$ cat src/aleu_pkg.sv
// Package: operation codes, flag layout and request/answer carriers of the execution unit
`default_nettype none
package aleu_pkg;
    localparam int DATA_W = 8;
    localparam logic [7:0] ALL_ONES = 8'hff;
    localparam logic [7:0] ALL_ZERO = 8'h00;
    localparam logic [7:0] ONE_BYTE = 8'h01;
    // Flag bit positions in the status byte
    localparam int FLAG_C = 0;
    localparam int FLAG_Z = 1;
    localparam int FLAG_N = 2;
    localparam int FLAG_V = 3;
    localparam int FLAG_S = 4;
    localparam int FLAG_H = 5;
    localparam logic [7:0] FLAGS_RESET = 8'h00;
    // Cycle counts
    localparam int BYTE_OP_CYCLES = 1;
    localparam int WORD_OP_CYCLES = 2;
    localparam logic [1:0] WORD_LAST_PHASE = 2'(WORD_OP_CYCLES - 1);

    typedef enum logic [4:0] {
        add_op,
        add_with_carry_op,
        word_add_immediate_op,
        subtract_op,
        subtract_immediate_op,
        subtract_with_borrow_op,
        subtract_immediate_with_borrow_op,
        word_subtract_immediate_op,
        and_op,
        and_immediate_op,
        or_op,
        or_immediate_op,
        exclusive_or_op,
        ones_complement_op,
        twos_complement_op,
        set_bits_by_mask_op,
        clear_bits_by_mask_op,
        increment_op,
        decrement_op
    } aleu_op_t;

    typedef struct packed {
        aleu_op_t op;
        logic [7:0] dst;
        logic [7:0] src;
        logic [7:0] dst_hi;
        logic [5:0] imm;
        logic [7:0] k;
    } aleu_req_t;

    typedef struct packed {
        logic [7:0] lo;
        logic [7:0] hi;
        logic hi_valid;
        logic [7:0] flags;
    } aleu_res_t;
endpackage
`default_nettype wire

$ cat src/aleu_add8.sv
// Byte adder with carry-in giving sum, carry out, half carry and overflow
`default_nettype none
module aleu_add8 #(
    parameter int W = 8
) (
    input wire logic [W-1:0] a,
    input wire logic [W-1:0] b,
    input wire logic cin,
    output logic [W-1:0] sum,
    output logic cout,
    output logic half,
    output logic ovf
);
    logic [W:0] full;
    logic [4:0] low;

    // Subtraction is done by the caller as a plus inverted b plus one
    always_comb begin
        full = {1'b0, a} + {1'b0, b} + {{W{1'b0}}, cin};
        low = {1'b0, a[3:0]} + {1'b0, b[3:0]} + {4'h0, cin};
        sum = full[W-1:0];
        cout = full[W];
        half = low[4];
        ovf = (a[W-1] == b[W-1]) && (sum[W-1] != a[W-1]);
    end
endmodule
`default_nettype wire

$ cat src/aleu_core.sv
// Arithmetic and logic execution unit: byte and word operations with status flags
//
// Notes on behaviour
// - add and add-with-carry write sum, update Z C N V H, one cycle.
// - subtract and subtract-with-borrow write difference, update Z C N V H, one cycle.
// - subtract-immediate writes destination minus constant, Z C N V H, one cycle.
// - subtract-immediate-with-borrow also subtracts carry, Z C N V H, one cycle.
// - word add-immediate adds constant to pair, writes both halves, Z C N V S, two cycles.
// - word subtract-immediate subtracts constant from pair, Z C N V S, two cycles.
// - register and writes result, updates only Z N V, one cycle.
// - and with constant writes result, updates Z N V, one cycle.
// - register or writes result, updates Z N V, one cycle.
// - or with constant and set-bits-by-mask both write or, Z N V, one cycle.
// - clear-bits-by-mask ands with all-ones minus constant, Z N V, one cycle.
// - exclusive or writes result, updates Z N V, one cycle.
// - ones' complement is all-ones minus value, updates Z C N V, one cycle.
// - twos' complement is zero minus value, updates Z C N V H, one cycle.
// - increment adds one, updates only Z N V, carry kept, one cycle.
// - decrement subtracts one, updates only Z N V, carry kept, one cycle.
`default_nettype none
module aleu_core (
    input wire logic ref_clk,
    input wire logic rst,
    input wire logic req_valid,
    input wire aleu_pkg::aleu_req_t req,
    input wire logic [7:0] flags_in,
    output logic req_ready,
    output var aleu_pkg::aleu_res_t res,
    output logic res_valid,
    output logic [7:0] flags
);
    import aleu_pkg::*;

    typedef enum logic [0:0] {st_idle, st_word_hi} aleu_state_t;

    aleu_state_t state_r;
    aleu_state_t state_nxt;
    logic [7:0] flags_r;
    logic [7:0] flags_nxt;
    aleu_res_t res_r;
    aleu_res_t res_nxt;
    logic res_valid_r;
    logic res_valid_nxt;
    aleu_req_t word_r;
    logic word_carry_r;
    logic word_carry_nxt;
    logic [7:0] word_lo_r;
    logic [7:0] word_lo_nxt;

    logic [7:0] add_a;
    logic [7:0] add_b;
    logic add_cin;
    logic [7:0] add_sum;
    logic add_cout;
    logic add_half;
    logic add_ovf;

    logic is_sub;
    logic is_word;
    logic c_in;

    // The caller may also pass flags directly; the unit keeps its own copy
    assign c_in = flags_in[FLAG_C];
    assign is_word = req.op inside {word_add_immediate_op, word_subtract_immediate_op};

    ////////////////////////////////////////////////////////////////////////
    // Shared adder; subtract feeds inverted operand and inverted borrow
    always_comb begin
        add_a = req.dst;
        add_b = req.src;
        add_cin = 1'b0;
        is_sub = 1'b0;
        if (state_r == st_word_hi) begin
            // High byte of word op: zero-extended constant, chained carry
            add_a = word_r.dst_hi;
            is_sub = (word_r.op == word_subtract_immediate_op);
            add_b = is_sub ? ~ALL_ZERO : ALL_ZERO;
            add_cin = word_carry_r;
        end else begin
            case (req.op)
                add_op: begin
                    add_b = req.src;
                end
                add_with_carry_op: begin
                    add_b = req.src;
                    add_cin = c_in;
                end
                subtract_op: begin
                    is_sub = 1'b1;
                    add_b = ~req.src;
                    add_cin = 1'b1;
                end
                subtract_with_borrow_op: begin
                    is_sub = 1'b1;
                    add_b = ~req.src;
                    add_cin = ~c_in;
                end
                subtract_immediate_op: begin
                    is_sub = 1'b1;
                    add_b = ~req.k;
                    add_cin = 1'b1;
                end
                subtract_immediate_with_borrow_op: begin
                    is_sub = 1'b1;
                    add_b = ~req.k;
                    add_cin = ~c_in;
                end
                word_add_immediate_op: begin
                    add_b = {2'b00, req.imm};
                end
                word_subtract_immediate_op: begin
                    is_sub = 1'b1;
                    add_b = ~{2'b00, req.imm};
                    add_cin = 1'b1;
                end
                twos_complement_op: begin
                    is_sub = 1'b1;
                    add_a = ALL_ZERO;
                    add_b = ~req.dst;
                    add_cin = 1'b1;
                end
                increment_op: begin
                    add_b = ONE_BYTE;
                end
                decrement_op: begin
                    is_sub = 1'b1;
                    add_b = ~ONE_BYTE;
                    add_cin = 1'b1;
                end
                default: begin
                    add_b = req.src;
                end
            endcase
        end
    end

    aleu_add8 #(
        .W(DATA_W)
    ) i_aleu_add8 (
        .a(add_a),
        .b(add_b),
        .cin(add_cin),
        .sum(add_sum),
        .cout(add_cout),
        .half(add_half),
        .ovf(add_ovf)
    );

    ////////////////////////////////////////////////////////////////////////
    // Result and flag selection
    always_comb begin
        logic [7:0] r;
        logic cflag;
        logic hflag;
        r = add_sum;
        // Borrow is the inverse of the adder carry when subtracting
        cflag = is_sub ? ~add_cout : add_cout;
        hflag = is_sub ? ~add_half : add_half;
        flags_nxt = flags_r;
        res_nxt = res_r;
        res_valid_nxt = 1'b0;
        state_nxt = state_r;
        word_carry_nxt = word_carry_r;
        word_lo_nxt = word_lo_r;
        if (state_r == st_word_hi) begin
            // Second cycle finishes the pair; zero covers both halves
            res_nxt.lo = word_lo_r;
            res_nxt.hi = r;
            res_nxt.hi_valid = 1'b1;
            res_valid_nxt = 1'b1;
            flags_nxt[FLAG_C] = cflag;
            flags_nxt[FLAG_Z] = (r == ALL_ZERO) && (word_lo_r == ALL_ZERO);
            flags_nxt[FLAG_N] = r[7];
            flags_nxt[FLAG_V] = add_ovf;
            flags_nxt[FLAG_S] = r[7] ^ add_ovf;
            state_nxt = st_idle;
        end else if (req_valid && is_word) begin
            // Low byte now, its carry held for the high byte
            word_lo_nxt = r;
            word_carry_nxt = add_cout;
            state_nxt = st_word_hi;
        end else if (req_valid) begin
            res_valid_nxt = 1'b1;
            res_nxt.hi = ALL_ZERO;
            res_nxt.hi_valid = 1'b0;
            case (req.op)
                and_op: r = req.dst & req.src;
                and_immediate_op: r = req.dst & req.k;
                or_op: r = req.dst | req.src;
                or_immediate_op, set_bits_by_mask_op: r = req.dst | req.k;
                clear_bits_by_mask_op: r = req.dst & (ALL_ONES - req.k);
                exclusive_or_op: r = req.dst ^ req.src;
                ones_complement_op: r = ALL_ONES - req.dst;
                default: r = add_sum;
            endcase
            res_nxt.lo = r;
            flags_nxt[FLAG_Z] = (r == ALL_ZERO);
            flags_nxt[FLAG_N] = r[7];
            case (req.op)
                // Arithmetic: carry, overflow and half carry all come from the shared adder
                add_op, add_with_carry_op: begin
                    flags_nxt[FLAG_C] = cflag;
                    flags_nxt[FLAG_V] = add_ovf;
                    flags_nxt[FLAG_H] = hflag;
                end
                subtract_op, subtract_with_borrow_op: begin
                    flags_nxt[FLAG_C] = cflag;
                    flags_nxt[FLAG_V] = add_ovf;
                    flags_nxt[FLAG_H] = hflag;
                end
                subtract_immediate_op: begin
                    flags_nxt[FLAG_C] = cflag;
                    flags_nxt[FLAG_V] = add_ovf;
                    flags_nxt[FLAG_H] = hflag;
                end
                subtract_immediate_with_borrow_op: begin
                    flags_nxt[FLAG_C] = cflag;
                    flags_nxt[FLAG_V] = add_ovf;
                    flags_nxt[FLAG_H] = hflag;
                end
                twos_complement_op: begin
                    flags_nxt[FLAG_C] = cflag;
                    flags_nxt[FLAG_V] = add_ovf;
                    flags_nxt[FLAG_H] = hflag;
                end
                ones_complement_op: begin
                    flags_nxt[FLAG_C] = 1'b1;
                    flags_nxt[FLAG_V] = 1'b0;
                end
                increment_op: begin
                    flags_nxt[FLAG_V] = add_ovf;
                end
                decrement_op: begin
                    flags_nxt[FLAG_V] = add_ovf;
                end
                and_op: begin
                    flags_nxt[FLAG_V] = 1'b0;
                end
                and_immediate_op: begin
                    flags_nxt[FLAG_V] = 1'b0;
                end
                or_op: begin
                    flags_nxt[FLAG_V] = 1'b0;
                end
                or_immediate_op, set_bits_by_mask_op: begin
                    flags_nxt[FLAG_V] = 1'b0;
                end
                clear_bits_by_mask_op: begin
                    flags_nxt[FLAG_V] = 1'b0;
                end
                exclusive_or_op: begin
                    flags_nxt[FLAG_V] = 1'b0;
                end
                // Unknown codes act as an add but touch flags like a logic op
                default: begin
                    flags_nxt[FLAG_V] = 1'b0;
                end
            endcase
        end
    end

    ////////////////////////////////////////////////////////////////////////
    // State machine; word ops hold off new requests for their second cycle
    always_ff @(posedge ref_clk) begin
        if (rst) begin
            state_r <= st_idle;
        end else begin
            state_r <= state_nxt;
        end
    end

    // Word request capture for the high-byte cycle
    always_ff @(posedge ref_clk) begin
        if (rst) begin
            word_r <= '0;
            word_carry_r <= 1'b0;
            word_lo_r <= ALL_ZERO;
        end else begin
            if (state_r == st_idle && req_valid && is_word) begin
                word_r <= req;
            end
            word_carry_r <= word_carry_nxt;
            word_lo_r <= word_lo_nxt;
        end
    end

    // Status flags
    always_ff @(posedge ref_clk) begin
        if (rst) begin
            flags_r <= FLAGS_RESET;
        end else begin
            flags_r <= flags_nxt;
        end
    end

    // Result register
    always_ff @(posedge ref_clk) begin
        if (rst) begin
            res_r <= '0;
            res_valid_r <= 1'b0;
        end else begin
            res_r <= res_nxt;
            res_valid_r <= res_valid_nxt;
        end
    end

    assign req_ready = (state_r == st_idle);
    assign res = res_r;
    assign res_valid = res_valid_r;
    assign flags = flags_r;
endmodule
`default_nettype wire

$ cat config.mk
export PLATFORM = sky130hd
export DESIGN_NAME = aleu_core
export DESIGN_NICKNAME = d
export VERILOG_FILES = /design/src/aleu_pkg.sv /design/src/aleu_add8.sv /design/src/aleu_core.sv
export SDC_FILE = /design/constraint.sdc
export NUM_CORES = 1
export LEC_CHECK = 0
export BUFFER_PORTS_ARGS = -buffer_cell sky130_fd_sc_hd__buf_2
export CORE_MARGIN = 5
export CORE_UTILIZATION = 31
export DETAILED_ROUTE_END_ITERATION = 10
export PLACE_DENSITY = 0.62
export SYNTH_ARGS = -nofsm -noshare
export SYNTH_HDL_FRONTEND = slang
export SYNTH_SLANG_ARGS = --single-unit
$ cat constraint.sdc
create_clock -name ref_clk -period 4.4 [get_ports ref_clk]
set_clock_uncertainty 0.1 [all_clocks]
set_input_delay 0 -clock ref_clk [delete_from_list [all_inputs] [get_ports ref_clk]]
set_output_delay 0 -clock ref_clk [all_outputs]
set_load 0.005 [all_outputs]
Word level (Yosys, flattened, before mapping)

Cells that the tools add are included.

Flip-flop bits (word level): 47

Equality and inequality tests: 22
$add $sub $neg: 6
Reductions and logical operators: 25
Mux-type cells: 27
Bitwise gates (word level): 16

Operators with widths:

| kind                                                 | number |
|---|---|
| case mux 8 bit (7 select lines)                      | 2 |
| 2-to-1 mux 8 bit                                     | 7 |
| 2-to-1 mux 17 bit                                    | 3 |
| equality test 5 x 4 -> 1 bit (second input constant) | 8 |
| equality test 5 x 3 -> 1 bit (second input constant) | 5 |
| bitwise AND 8 bit                                    | 3 |
| zero test 8 bit                                      | 3 |
| inverter 8 bit                                       | 3 |
| OR 8 bit                                             | 2 |
| subtractor 8 bit (first input constant)              | 2 |
| equality test 5 bit (second input constant)          | 3 |
| OR reduction 7 bit                                   | 2 |
| 2-to-1 mux 4 bit                                     | 3 |
| equality test 5 x 2 -> 1 bit (second input constant) | 2 |
| 2-to-1 mux 1 bit                                     | 10 |
| OR reduction 2 bit                                   | 5 |
| adder 8 x 8 -> 9 bit                                 | 1 |
| adder 9 x 1 -> 9 bit                                 | 1 |
| OR reduction 9 bit                                   | 1 |
| inverter 6 -> 8 bit                                  | 1 |
| XOR 8 bit                                            | 1 |
| adder 4 x 4 -> 5 bit                                 | 1 |
| adder 5 x 1 -> 5 bit                                 | 1 |
| equality test 5 x 1 -> 1 bit (second input constant) | 1 |
| other kinds (15)                                     | 25 |

Depth between registers and ports, before layout

Gate-level depths: netlist of run 1.

Word-level depth: 14
Mapped depth: 18
Gate-level depth less buffers: 16

Cells and area by module

A second synthesis of run 1 with hierarchy kept.

Cells, all modules: 538
Area total of the unflattened synthesis: 3838.7 um^2

Modules (own cells, without submodules):

| module    | seq. area each (um^2) | area an instance (um^2) | instances | cells an instance |
|---|---|---|---|---|
| aleu_core | 940.9                 | 3519.6                  | 1         | 501 |
| aleu_add8 | 0.0                   | 319.1                   | 1         | 37 |

Least setup slack after synthesis of run 1

Ideal clock, no wire load.

Kind: in2reg
Start: in req[40] in the netlist's numbering
End: reg flags_r[1], in the netlist flags[1]
Slack: 0.468 ns
Stages: 18
Arrival: 3.772 ns
Cell sequence: buf_6 > buf_2 > buf_2 > nor2b_1 > nand2_1 > a21oi_1 > a21oi_1 > a2111oi_0 > nor2_1 > fa_1 > fa_1 > a211oi_1 > o21bai_1 > a21oi_1 > xor2_1 > or4b_1 > o21ai_0 > a32o_1

Cells in the longest elaborated chain, start to end: 14
Elaborated cells between the ends (all ways): 45

RTL lines:

| what                                                                         | line             | source |
|---|---|---|
| from (decl)                                                                  | aleu_core.sv:25  | `input wire aleu_pkg::aleu_req_t req,` |
| equality test 5 x 3 -> 1 bit or equality test 5 x 2 -> 1 bit (tied branches) | aleu_core.sv:80  | `case (req.op)` |
| OR reduction 2 bit (no line)                                                 | --               |  |
| case mux 8 bit (7 select lines)                                              | aleu_core.sv:80  |  |
| 2-to-1 mux 8 bit                                                             | aleu_core.sv:73  | `if (state_r == st_word_hi) begin` |
| adder 8 x 8 -> 9 bit                                                         | aleu_add8.sv:19  | `full = {1'b0, a} + {1'b0, b} + {{W{1'b0}}, cin};` |
| adder 9 x 1 -> 9 bit                                                         | aleu_add8.sv:19  |  |
| case mux 8 bit (7 select lines)                                              | aleu_core.sv:186 | `case (req.op)` |
| 2-to-1 mux 8 bit                                                             | aleu_core.sv:182 | `end else if (req_valid) begin` |
| 2-to-1 mux 8 bit                                                             | aleu_core.sv:177 | `end else if (req_valid && is_word) begin` |
| 2-to-1 mux 8 bit                                                             | aleu_core.sv:165 | `if (state_r == st_word_hi) begin` |
| zero test 8 bit                                                              | aleu_core.sv:197 | `flags_nxt[FLAG_Z] = (r == ALL_ZERO);` |
| 2-to-1 mux 4 bit                                                             | aleu_core.sv:182 |  |
| 2-to-1 mux 4 bit                                                             | aleu_core.sv:177 |  |
| 2-to-1 mux 4 bit                                                             | aleu_core.sv:165 |  |
| to (signal assigned)                                                         | aleu_core.sv:292 | `flags_r <= flags_nxt;` |
| to (decl)                                                                    | aleu_core.sv:38  | `logic [7:0] flags_r;` |

Parallel ways exist; a longest one is shown, timed or not. The select of a mux whose other input is x is not followed.
A chain may end at the register's enable or synchronous reset.

Worst setup path after layout of run 1

Start: reg state_r
End: reg flags_r[1], in the netlist flags[1]

Cells in the longest elaborated chain, start to end: 11
Elaborated cells between the ends (all ways): 18

RTL lines:

| what                            | line             | source |
|---|---|---|
| from (decl)                     | aleu_core.sv:36  | `aleu_state_t state_r;` |
| from (signal assigned)          | aleu_core.sv:266 | `state_r <= st_idle;` |
| from (signal assigned)          | aleu_core.sv:268 | `state_r <= state_nxt;` |
| 2-to-1 mux 8 bit                | aleu_core.sv:73  |  |
| adder 8 x 8 -> 9 bit            | aleu_add8.sv:19  |  |
| adder 9 x 1 -> 9 bit            | aleu_add8.sv:19  |  |
| case mux 8 bit (7 select lines) | aleu_core.sv:186 |  |
| 2-to-1 mux 8 bit                | aleu_core.sv:182 |  |
| 2-to-1 mux 8 bit                | aleu_core.sv:177 |  |
| 2-to-1 mux 8 bit                | aleu_core.sv:165 |  |
| zero test 8 bit                 | aleu_core.sv:197 |  |
| 2-to-1 mux 4 bit                | aleu_core.sv:182 |  |
| 2-to-1 mux 4 bit                | aleu_core.sv:177 |  |
| 2-to-1 mux 4 bit                | aleu_core.sv:165 |  |

Parallel ways exist; a longest one is shown, timed or not. The select of a mux whose other input is x is not followed.

==> metrics, run 1 <==
Setup CP Type register to register; largest family of logic cells by synthesized area compound AO/OA/AOI/OAI gates; number of clock sinks 47; layout cells sized above 1 20.3%; row count 39; reg-to-reg setup timing slack 0.51 ns; leading area contributor after synthesis dfxtp_1; Post-Synth Adder-Cell Area 3.47%; die area 0.0142 sq mm; first-pass GRT wire length 22600 microns; Initial Util roughly a third; Setup Viol. Count Final 0; Critical Path End Type register; Post-Synth XOR/XNOR Area about 2.6%; Worst R2R Path Depth 14; Die Y around 120 microns; Final HPWL DP 11100 microns; fin crit period 3.89 ns; Top Ports 89; Avg Cell Area, Syn 7.08 sq um; number of DRC markers in iteration 0 approximately 440; part of the power in combinational logic 35.6%; final WL 14300 microns; Sw Share 34.5%; critical path launch point type register; RSZ-0062 raised after global routing false; Synth Area in Simple Gates 29.3%; ys async rst share 0%; met1 WL 6080 microns; Placer Congestion 0.945; Syn Inst Count 520; vias post-DR 4285; die width 119 microns; Post-synth EDFFs 0; CP Max Fanout 18; CP max stage delay 0.46 ns; clock insertion delay at the later pin of the skew report 0.29 ns; Reg power frac 35.7%; Fillers 1224; 1st-pass router iterations 5; DR WL met2 about 6700 microns; Reg area ~940 sq um; residual DRC count 0; Global Route Usage Sum 19.9%; Hold Slack 0.0518 ns; Setup Fix Bufs, Post-CTS 0; Clk pin slew, worst setup/hold paths about 0.060 ns; WL per Instance 19.1 microns; proportion of synthesized area in mux cells 1.67%; period utilization 88.3%; TritonCTS Buffers 5; pin slew with the least headroom to its limit 0.875 ns; CP Cell Sequence buf_4 > inv_1 > a41oi_1 > buf_4 > nor2_1 > fa_1 > fa_1 > a211oi_1 > o21bai_1 > a21oi_1 > xor2_1 > or4b_1 > o21ai_0 > a32o_1; setup TNS 0 ns; worst setup path endpoint flags[1]$_SDFFE_PP0P_; CTS max path bufs 2; YS warnings 0; CP max-delay cell or4b_1; #FFs+latches synth 47; Port Buffers 71; CP arrival 4.02 ns; vias per inst between 5 and 6; Clock Power Share 28.8%; VDD IR-drop max 202 uV; multi-input logic area 0.00251 sq mm; Core Box Area approximately 0.012 sq mm; Reg2Reg Launch Point state_r$_SDFF_PP0_; Slew headroom 41.5%; synth unique cells 68; Final Max Tran Viols 0; initial antenna violation count 0; max-cap violation count 0; vias in the first global route 4206; Cell Int Power 0.831 mW; Worst Hold Class input port to register; NetSw 0.437 mW; Seq/Total Area, Yosys 25.6%; max frequency 257 MHz; cell area after synthesis 0.00368 sq mm; Top FF cell, synth dfxtp_1; Nets 668; worst path required time 4.53 ns; # resized after CTS 0; Final Hold Fails 0; H-Tree Depth 2; outcome finished clean; share of the synthesized area in the top cell type 25.6%; Compound-Gate Fraction of Synth Area 30.1%; worst setup path start state_r$_SDFF_PP0_; worst r2r dst flags[1]$_SDFFE_PP0P_; GRT overflow 0; leading post-synthesis cells by cell area dfxtp_1 26%, a21oi_1 8.3%, nand2_1 7.9%; met3 wire len 1050 microns; Post-DRT Antenna Nets 0; CTS tree built; power density over the cells 282 mW/mm^2; top sig layer met4; P&R area growth vs syn 22.0%; CTS Hold Bufs 8; largest net degree at the start of global routing 45; final antenna diode count 0; leak pwr 1.89 nW; clock root buffer clkbuf_16
==> logic make-up (layout without fill, tap and decap cells) <==
logic type	count (synthesis)	after routing
XOR/XNOR	11	11
AO/OA/AOI/OAI	171	171
buffers and inverters	52	129
adder cells (fa/ha/maj)	9	9
AND/OR/NAND/NOR	223	223
multiplexers	6	6
other	1	10
flip-flops	47	47
==> area by class of cell <==
cell class                      count  share of cell area, %
Clock buffer                        7                   2.95
Clock inverter                      1                  0.111
Inverter                            8                  0.669
Multi-Input combinational cell    430                   55.9
Sequential cell                    47                   21.0
Tap cell                          143                   3.98
Timing Repair Buffer              113                   15.4
==> sequential cells by signal, summed over array words and instances, names as in the netlist <==
signal,cells
flags,6
word_carry_r,1
res,17
word_lo_r,8
word_r,13
state_r,1
res_valid,1
==> metal layers <==
layer	global-route usage, %	vias to the layer above
li1	-	2055
met1	25.9	2001
met2	33.2	187
met3	3.36	42
met4	7.10	0
met5	0	-
==> critical path, delay by kind of cell (launching register included) <==
family | cells | cell delay [ns]
buffers and inverters | 3 | 0.54
adder cells (fa/ha/maj) | 2 | 0.87
AO/OA/AOI/OAI | 6 | 1.11
AND/OR/NAND/NOR | 2 | 0.54
XOR/XNOR | 1 | 0.32
flip-flops | 1 | 0.36
==> metrics by stage <==
step	instance area [sq um]	std cells	utilization, %	setup slack [ns]	power [mW]
after floorplan	3710	529	-	0.468	0.723
after global placement	4270	733	37.1	0.400	0.894
after detailed placement	4270	733	37.1	0.380	0.898
after CTS	4490	749	39.0	0.538	1.27
after global routing	4490	749	39.0	0.182	1.33
final	4490	749	39.0	0.514	1.27
==> power by group through the flow <==
stage          clock [mW]  sequential (mW)  combinational (mW)
3_5_place_dp            0            0.462               0.437
4_1_cts             0.373            0.452               0.444
5_1_grt             0.387            0.454               0.490
6_report            0.365            0.452               0.451
2_1_floorplan           0            0.461               0.262
3_3_place_gp            0            0.461               0.434
==> Yosys cell counts (7+ instances only) <==
master     count
a2111oi_0      7
a21oi_1       61
a221oi_1       7
a31oi_1        8
and3_1        16
buf_2          8
buf_4         11
clkbuf_1      21
dfxtp_1       47
ha_1           7
inv_1          7
nand2_1       77
nand3_1       18
nor2_1        65
nor2b_1        7
nor3_1         8
o21ai_0       29
o22ai_1       10
xor2_1         8
==> placed cells by master (no fill, tap or decap), types with 3 or more instances in the layout <==
cell,netlist,layout
conb_1,1,10
nand2_1,77,77
a21oi_1,61,61
a21o_1,6,6
xnor2_1,3,3
o22ai_1,10,10
a211oi_1,5,5
and3_1,16,16
clkbuf_16,0,5
mux2i_1,5,5
a22o_1,3,3
nor2_1,65,65
o211ai_1,4,4
nor3b_2,3,3
ha_1,7,7
xor2_1,8,8
nor4_1,3,3
buf_2,8,71
inv_1,7,7
buf_4,11,34
o21ai_0,29,29
a221oi_1,7,7
dlygate4sd3_1,0,8
a31oi_1,8,8
a2111oi_0,7,7
nor3_1,8,8
nand3_1,18,18
nand2b_1,6,6
nor2b_1,7,7
o221ai_1,3,3
dfxtp_1,47,47
==> how the worst min path moves through the flow <==
stage / depth (start not counted) / endpoint / startpoint
floorplan: 2 / word_r[14]$_SDFFE_PP0P_ / req[14]
finish: 3 / word_r[40]$_SDFFE_PP0P_ / req[40]
global placement: 3 / word_r[19]$_SDFFE_PP0P_ / req[19]
detailed placement: 3 / word_r[19]$_SDFFE_PP0P_ / req[19]
global route: 3 / word_r[40]$_SDFFE_PP0P_ / req[40]
CTS: 3 / word_r[40]$_SDFFE_PP0P_ / req[40]
Power figures use the tool's default switching activity.
==> run 2: changes to the inputs <==
--- a/config.mk
+++ b/config.mk
@@ -7,4 +7,5 @@
 export LEC_CHECK = 0
 export BUFFER_PORTS_ARGS = -buffer_cell sky130_fd_sc_hd__buf_2
+export CORE_ASPECT_RATIO = 1.2
 export CORE_MARGIN = 5
 export CORE_UTILIZATION = 31
==> constraint.sdc (replaced) <==
create_clock -name ref_clk -period 4.4 [get_ports ref_clk]
set_clock_uncertainty 0.1 [all_clocks]
set_input_delay 0.66 -clock ref_clk [delete_from_list [all_inputs] [get_ports ref_clk]]
set_output_delay 0.66 -clock ref_clk [all_outputs]
set_load 0.005 [all_outputs]
==> metrics, run 2 (synthesized netlist as in run 1, its figures left out) <==
outcome finished clean; Setup CP Type input port to register; leak pwr 2.01 nW; DP Cell Count 773; 1st-pass router iterations 5; Nets 686; Clk pin slew, worst setup/hold paths roughly 0.07 ns; clock insertion delay at the later pin of the skew report 0.29 ns; period utilization 94.1%; P&R area growth vs syn 27.6%; CTS tree built; Worst R2R Path Depth 15; Placer Congestion 0.964; row count 43; vias post-DR 4338; most common cell after layout, fill and taps aside nand2_1; Slew headroom 43.0%; setup TNS 0 ns; post-route cell area 0.00470 sq mm; CP max stage delay 0.47 ns; Final WS setup 0.260 ns; CP Max Fanout 8; final antenna diode count 0; GRT overflow 0; worst setup path start req[40]; worst r2r dst flags[1]$_SDFFE_PP0P_; Die Y 129 microns; Critical Path End Type register; die area 0.0142 sq mm; die width 109 microns; WL per Instance 19.1 microns; dpl cell area between 0.004 and 0.005 sq mm; final WL 14900 microns; clock root buffer clkbuf_16; max frequency 242 MHz; worst path required time 4.54 ns; max-cap violation count 0; VDD IR-drop max 179 uV; Hold Slack 0.355 ns; CTS max path bufs 2; power density over the cells 297 mW/mm^2; layout cells sized above 1 25.3%; Setup Viol. Count Final 0; Post-DRT Antenna Nets 0; fin crit period just over 4 ns; Core Box Area 0.0116 sq mm; reg-to-reg setup timing slack 0.73 ns; Layout Utilization 40.4%; Global Route Usage Sum 20.5%; number of clock sinks 47; commonest non-fill, non-tap cells in the layout 77 x nand2_1, 71 x buf_2, 65 x nor2_1; Final Hold Fails 0; vias per inst about 5.6; vias in the first global route around 4000; critical path launch point type input port; Final HPWL DP 11700 microns; pin slew with the least headroom to its limit 0.853 ns; Reg2Reg Launch Point state_r$_SDFF_PP0_; CP Cell Sequence buf_2 > inv_2 > nor2_1 > a21oi_1 > o22ai_1 > a21oi_2 > a2111oi_2 > nor2_1 > fa_2 > fa_2 > a211oi_2 > o21bai_1 > a21oi_2 > xor2_1 > or4b_1 > o21ai_0 > a32o_1; Pwr Total 1.39 mW; worst setup path endpoint flags[1]$_SDFFE_PP0P_; H-Tree Depth 2; largest net degree at the start of global routing 45; Top Ports 89; CP arrival roughly 4.3 ns; Final Max Tran Viols 0; Largest register FFs 17; pre-CTS setup slack -0.145 ns; TritonCTS Buffers 5; CP max-delay cell or4b_1; residual DRC count 0; initial antenna violation count 0; Setup Fix Bufs, Post-CTS 0; Worst Hold Class register to register; first-pass GRT wire length 22300 microns; number of DRC markers in iteration 0 417; Port Buffers just over 70; Finished Layout Cells about 780; Initial Util 31.7%; RSZ-0062 raised after global routing false
==> run 2: timing repair <==
| item | in CTS | in global routing |
|---|---|---|
| gates resized for setup | 0 | 4 |
| hold buffers | 0 | 0 |
| setup endpoints to repair | 0 | 3 |
==> run 2: cell type report <==
class / count / area (sq um)
multi-input combinational: 430 / 2540
timing repair buffer: 131 / 818
fill: 1258 / 6920
clock buffer: 5 / 125
clock inverter: 3 / 47.5
inverter: 8 / 30.0
sequential: 47 / 941
tap: 157 / 196
==> run 2: power breakdown <==
| part | switching (mW) | total (mW) | internal, mW |
|---|---|---|---|
| clock network | 0.167 | 0.438 | 0.271 |
| logic | 0.289 | 0.503 | 0.214 |
| registers | 0.00960 | 0.452 | 0.443 |
==> run 2: worst max-delay path: cells and delay by family <==
kind	cells	cell delay, ns
fa+ha+maj	2	0.73
simple gates	3	0.72
buf+inv	2	0.22
compound gates	9	1.66
xor+xnor	1	0.27
==> run 2: metal layers <==
| layer | track usage, % | up-vias | routed length [microns] |
|---|---|---|---|
| li1 | - | 2098 | - |
| met1 | 26.2 | 2032 | 6220 |
| met2 | 34.0 | 177 | 7140 |
| met3 | 2.69 | 31 | 983 |
| met4 | 9.68 | 0 | 595 |
| met5 | 0 | - | 0 |
==> run 2: worst min path at each step <==
stage	start	end	slack, ns	cells after the start
after floorplan	word_r[38]$_SDFFE_PP0P_	word_r[38]$_SDFFE_PP0P_	0.34	2
after global placement	word_r[38]$_SDFFE_PP0P_	word_r[38]$_SDFFE_PP0P_	0.34	2
after detailed placement	word_r[16]$_SDFFE_PP0P_	word_r[16]$_SDFFE_PP0P_	0.35	2
after CTS	word_r[16]$_SDFFE_PP0P_	word_r[16]$_SDFFE_PP0P_	0.36	2
after global routing	word_r[17]$_SDFFE_PP0P_	word_r[17]$_SDFFE_PP0P_	0.38	2
final	word_r[16]$_SDFFE_PP0P_	word_r[16]$_SDFFE_PP0P_	0.35	2
==> run 3: changes to the inputs <==
clock period = 4.06 ns   (was 4.4 ns; I/O delays follow)
==> metrics, run 3 (synthesized netlist as in run 1, its figures left out) <==
outcome finished clean; largest net degree at the start of global routing 45; row count 43; NetSw 0.513 mW; vias in the first global route 4280; Fillers 1249; max frequency 255 MHz; Critical Path End Type register; fin crit period 3.93 ns; residual DRC count 0; Top Ports 89; CTS max path bufs 2; most common cell after layout, fill and taps aside buf_4; Largest register FFs 17; layout cells sized above 1 28.8%; vias per inst about 5.5; Placer Congestion around 0.96; met1 global-route usage 26.7%; Most Crowded Layer GR met2; worst path required time 4.20 ns; Slew headroom 39.1%; WL per Instance 19.4 microns; final antenna diode count 0; number of clock sinks between 40 and 50; CP Max Fanout 6; CTS Hold Bufs 0; number of DRC markers in iteration 0 312; Die Y 129 microns; Global Route Usage Sum 21.6%; Clock Power Share ~28%; vias post-DR 4434; final WL 15500 microns; initial antenna violation count 0; commonest non-fill, non-tap cells in the layout 77 x buf_4, 75 x nand2_1, 68 x buf_2; Finished Layout Cells ~800; first-pass GRT wire length 23400 microns; power density over the cells 305 mW/mm^2; period utilization 96.7%; H-Tree Depth 2; Layout Utilization 42.4%; Sw Share between 30% and 40%; TritonCTS Buffers 5; Cell Int Power 0.986 mW; pin slew with the least headroom to its limit 0.909 ns; setup TNS 0 ns; part of the power in combinational logic 39.4%; CP max stage delay 0.47 ns; Setup Viol. Count Final 0; VDD IR-drop max ~180 uV; DP Cell Count 787; Final Max Tran Viols 0; Nets between 700 and 800; Port Buffers 71; Post-DRT Antenna Nets 0; Core Box Area 0.0116 sq mm; Reg power frac 32.7%; CTS tree built; CP max-delay cell or4b_1; die width about 110 microns; met2 Use GR 36.2%; Clk pin slew, worst setup/hold paths ~0.070 ns; critical path launch point type input port; CP Cell Sequence buf_8 > buf_8 > nor2b_4 > nand2_2 > a21oi_4 > a21oi_4 > a2111oi_4 > nor2_1 > fa_2 > fa_2 > a211oi_2 > o21bai_1 > a21oi_1 > xor2_1 > or4b_1 > o21ai_1 > a32o_1; Final HPWL DP 12300 microns; 1st-pass router iterations 5; Initial Util between 30% and 40%; M3 GR Usage between 2 and 3%; P&R area growth vs syn 33.7%; leak pwr around 2.1 nW; CP arrival 4.07 ns; Worst Hold Class register to register; GRT overflow 0; Final Hold Fails 0; die area 0.0142 sq mm; Setup CP Type input port to register; clock root buffer clkbuf_16; max-cap violation count 0; clock insertion delay at the later pin of the skew report 0.29 ns
-- run 3: power by group through the flow --
| stage | combinational (mW) | sequential [mW] | clock (mW) |
|---|---|---|---|
| 2_1_floorplan | 0.295 | 0.500 | 0 |
| 3_3_place_gp | 0.555 | 0.500 | 0 |
| 3_5_place_dp | 0.561 | 0.500 | 0 |
| 4_1_cts | 0.565 | 0.490 | 0.430 |
| 5_1_grt | 0.634 | 0.492 | 0.441 |
| 6_report | 0.591 | 0.490 | 0.417 |
-- run 3: final cells by class --
cell class                      count  area (sq um)  area share (%)
Tap cell                          157           196            3.99
Inverter                            8          30.0           0.610
Multi-Input combinational cell    430          2620            53.2
Clock buffer                        6           139            2.82
Clock inverter                      1          8.76           0.178
Timing Repair Buffer              150           987            20.1
Sequential cell                    47           941            19.1
-- run 3: metal layers --
metal / part of all wire, % / up-vias
met1: 41 / 2085
met4: 5.6 / 0
li1: - / 2123
met5: 0 / -
met3: 6.1 / 48
met2: 47 / 178
-- run 3: per-stage QoR --
step / power (mW) / cell area, sq um / hold WS, ns / worst slack (ns)
detailed placement: 1.06 / 4630 / 0.347 / -0.336
CTS: 1.48 / 4780 / 0.355 / 0.0688
global placement: 1.06 / 4630 / 0.341 / -0.293
floorplan: 0.795 / 3780 / 0.336 / -0.0529
finish: 1.50 / 4920 / 0.355 / 0.134
global route: 1.57 / 4920 / 0.368 / -0.0397
-- run 3: path summary, 6_finish.rpt --
| kind | startpoint | endpoint | slack, ns | cells after the start |
|---|---|---|---|---|
| worst max-delay path | req[40] | flags[1]$_SDFFE_PP0P_ | 0.13 | 17 |
| worst min-delay path | word_r[15]$_SDFFE_PP0P_ | word_r[15]$_SDFFE_PP0P_ | 0.35 | 2 |
| worst max register to register | state_r$_SDFF_PP0_ | flags[1]$_SDFFE_PP0P_ | 0.28 | 13 |
| worst min register to register | word_r[15]$_SDFFE_PP0P_ | word_r[15]$_SDFFE_PP0P_ | 0.35 | 2 |
-- run 3: timing repair --
| item | in CTS | in global routing |
|---|---|---|
| pin swaps | 0 | 15 |
| setup buffers | 0 | 5 |
| setup endpoints to repair | 1 | 3 |
| resized for setup | 1 | 23 |
-- run 3: critical path, delay by kind of cell --
| kind | cells | cell delay [ns] |
|---|---|---|
| buffers and inverters | 2 | 0.23 |
| xor gates and xnor gates | 1 | 0.28 |
| AOI/OAI and AO/OA | 8 | 1.43 |
| and+or+nand+nor | 4 | 0.77 |
| adders and majority gates | 2 | 0.74 |
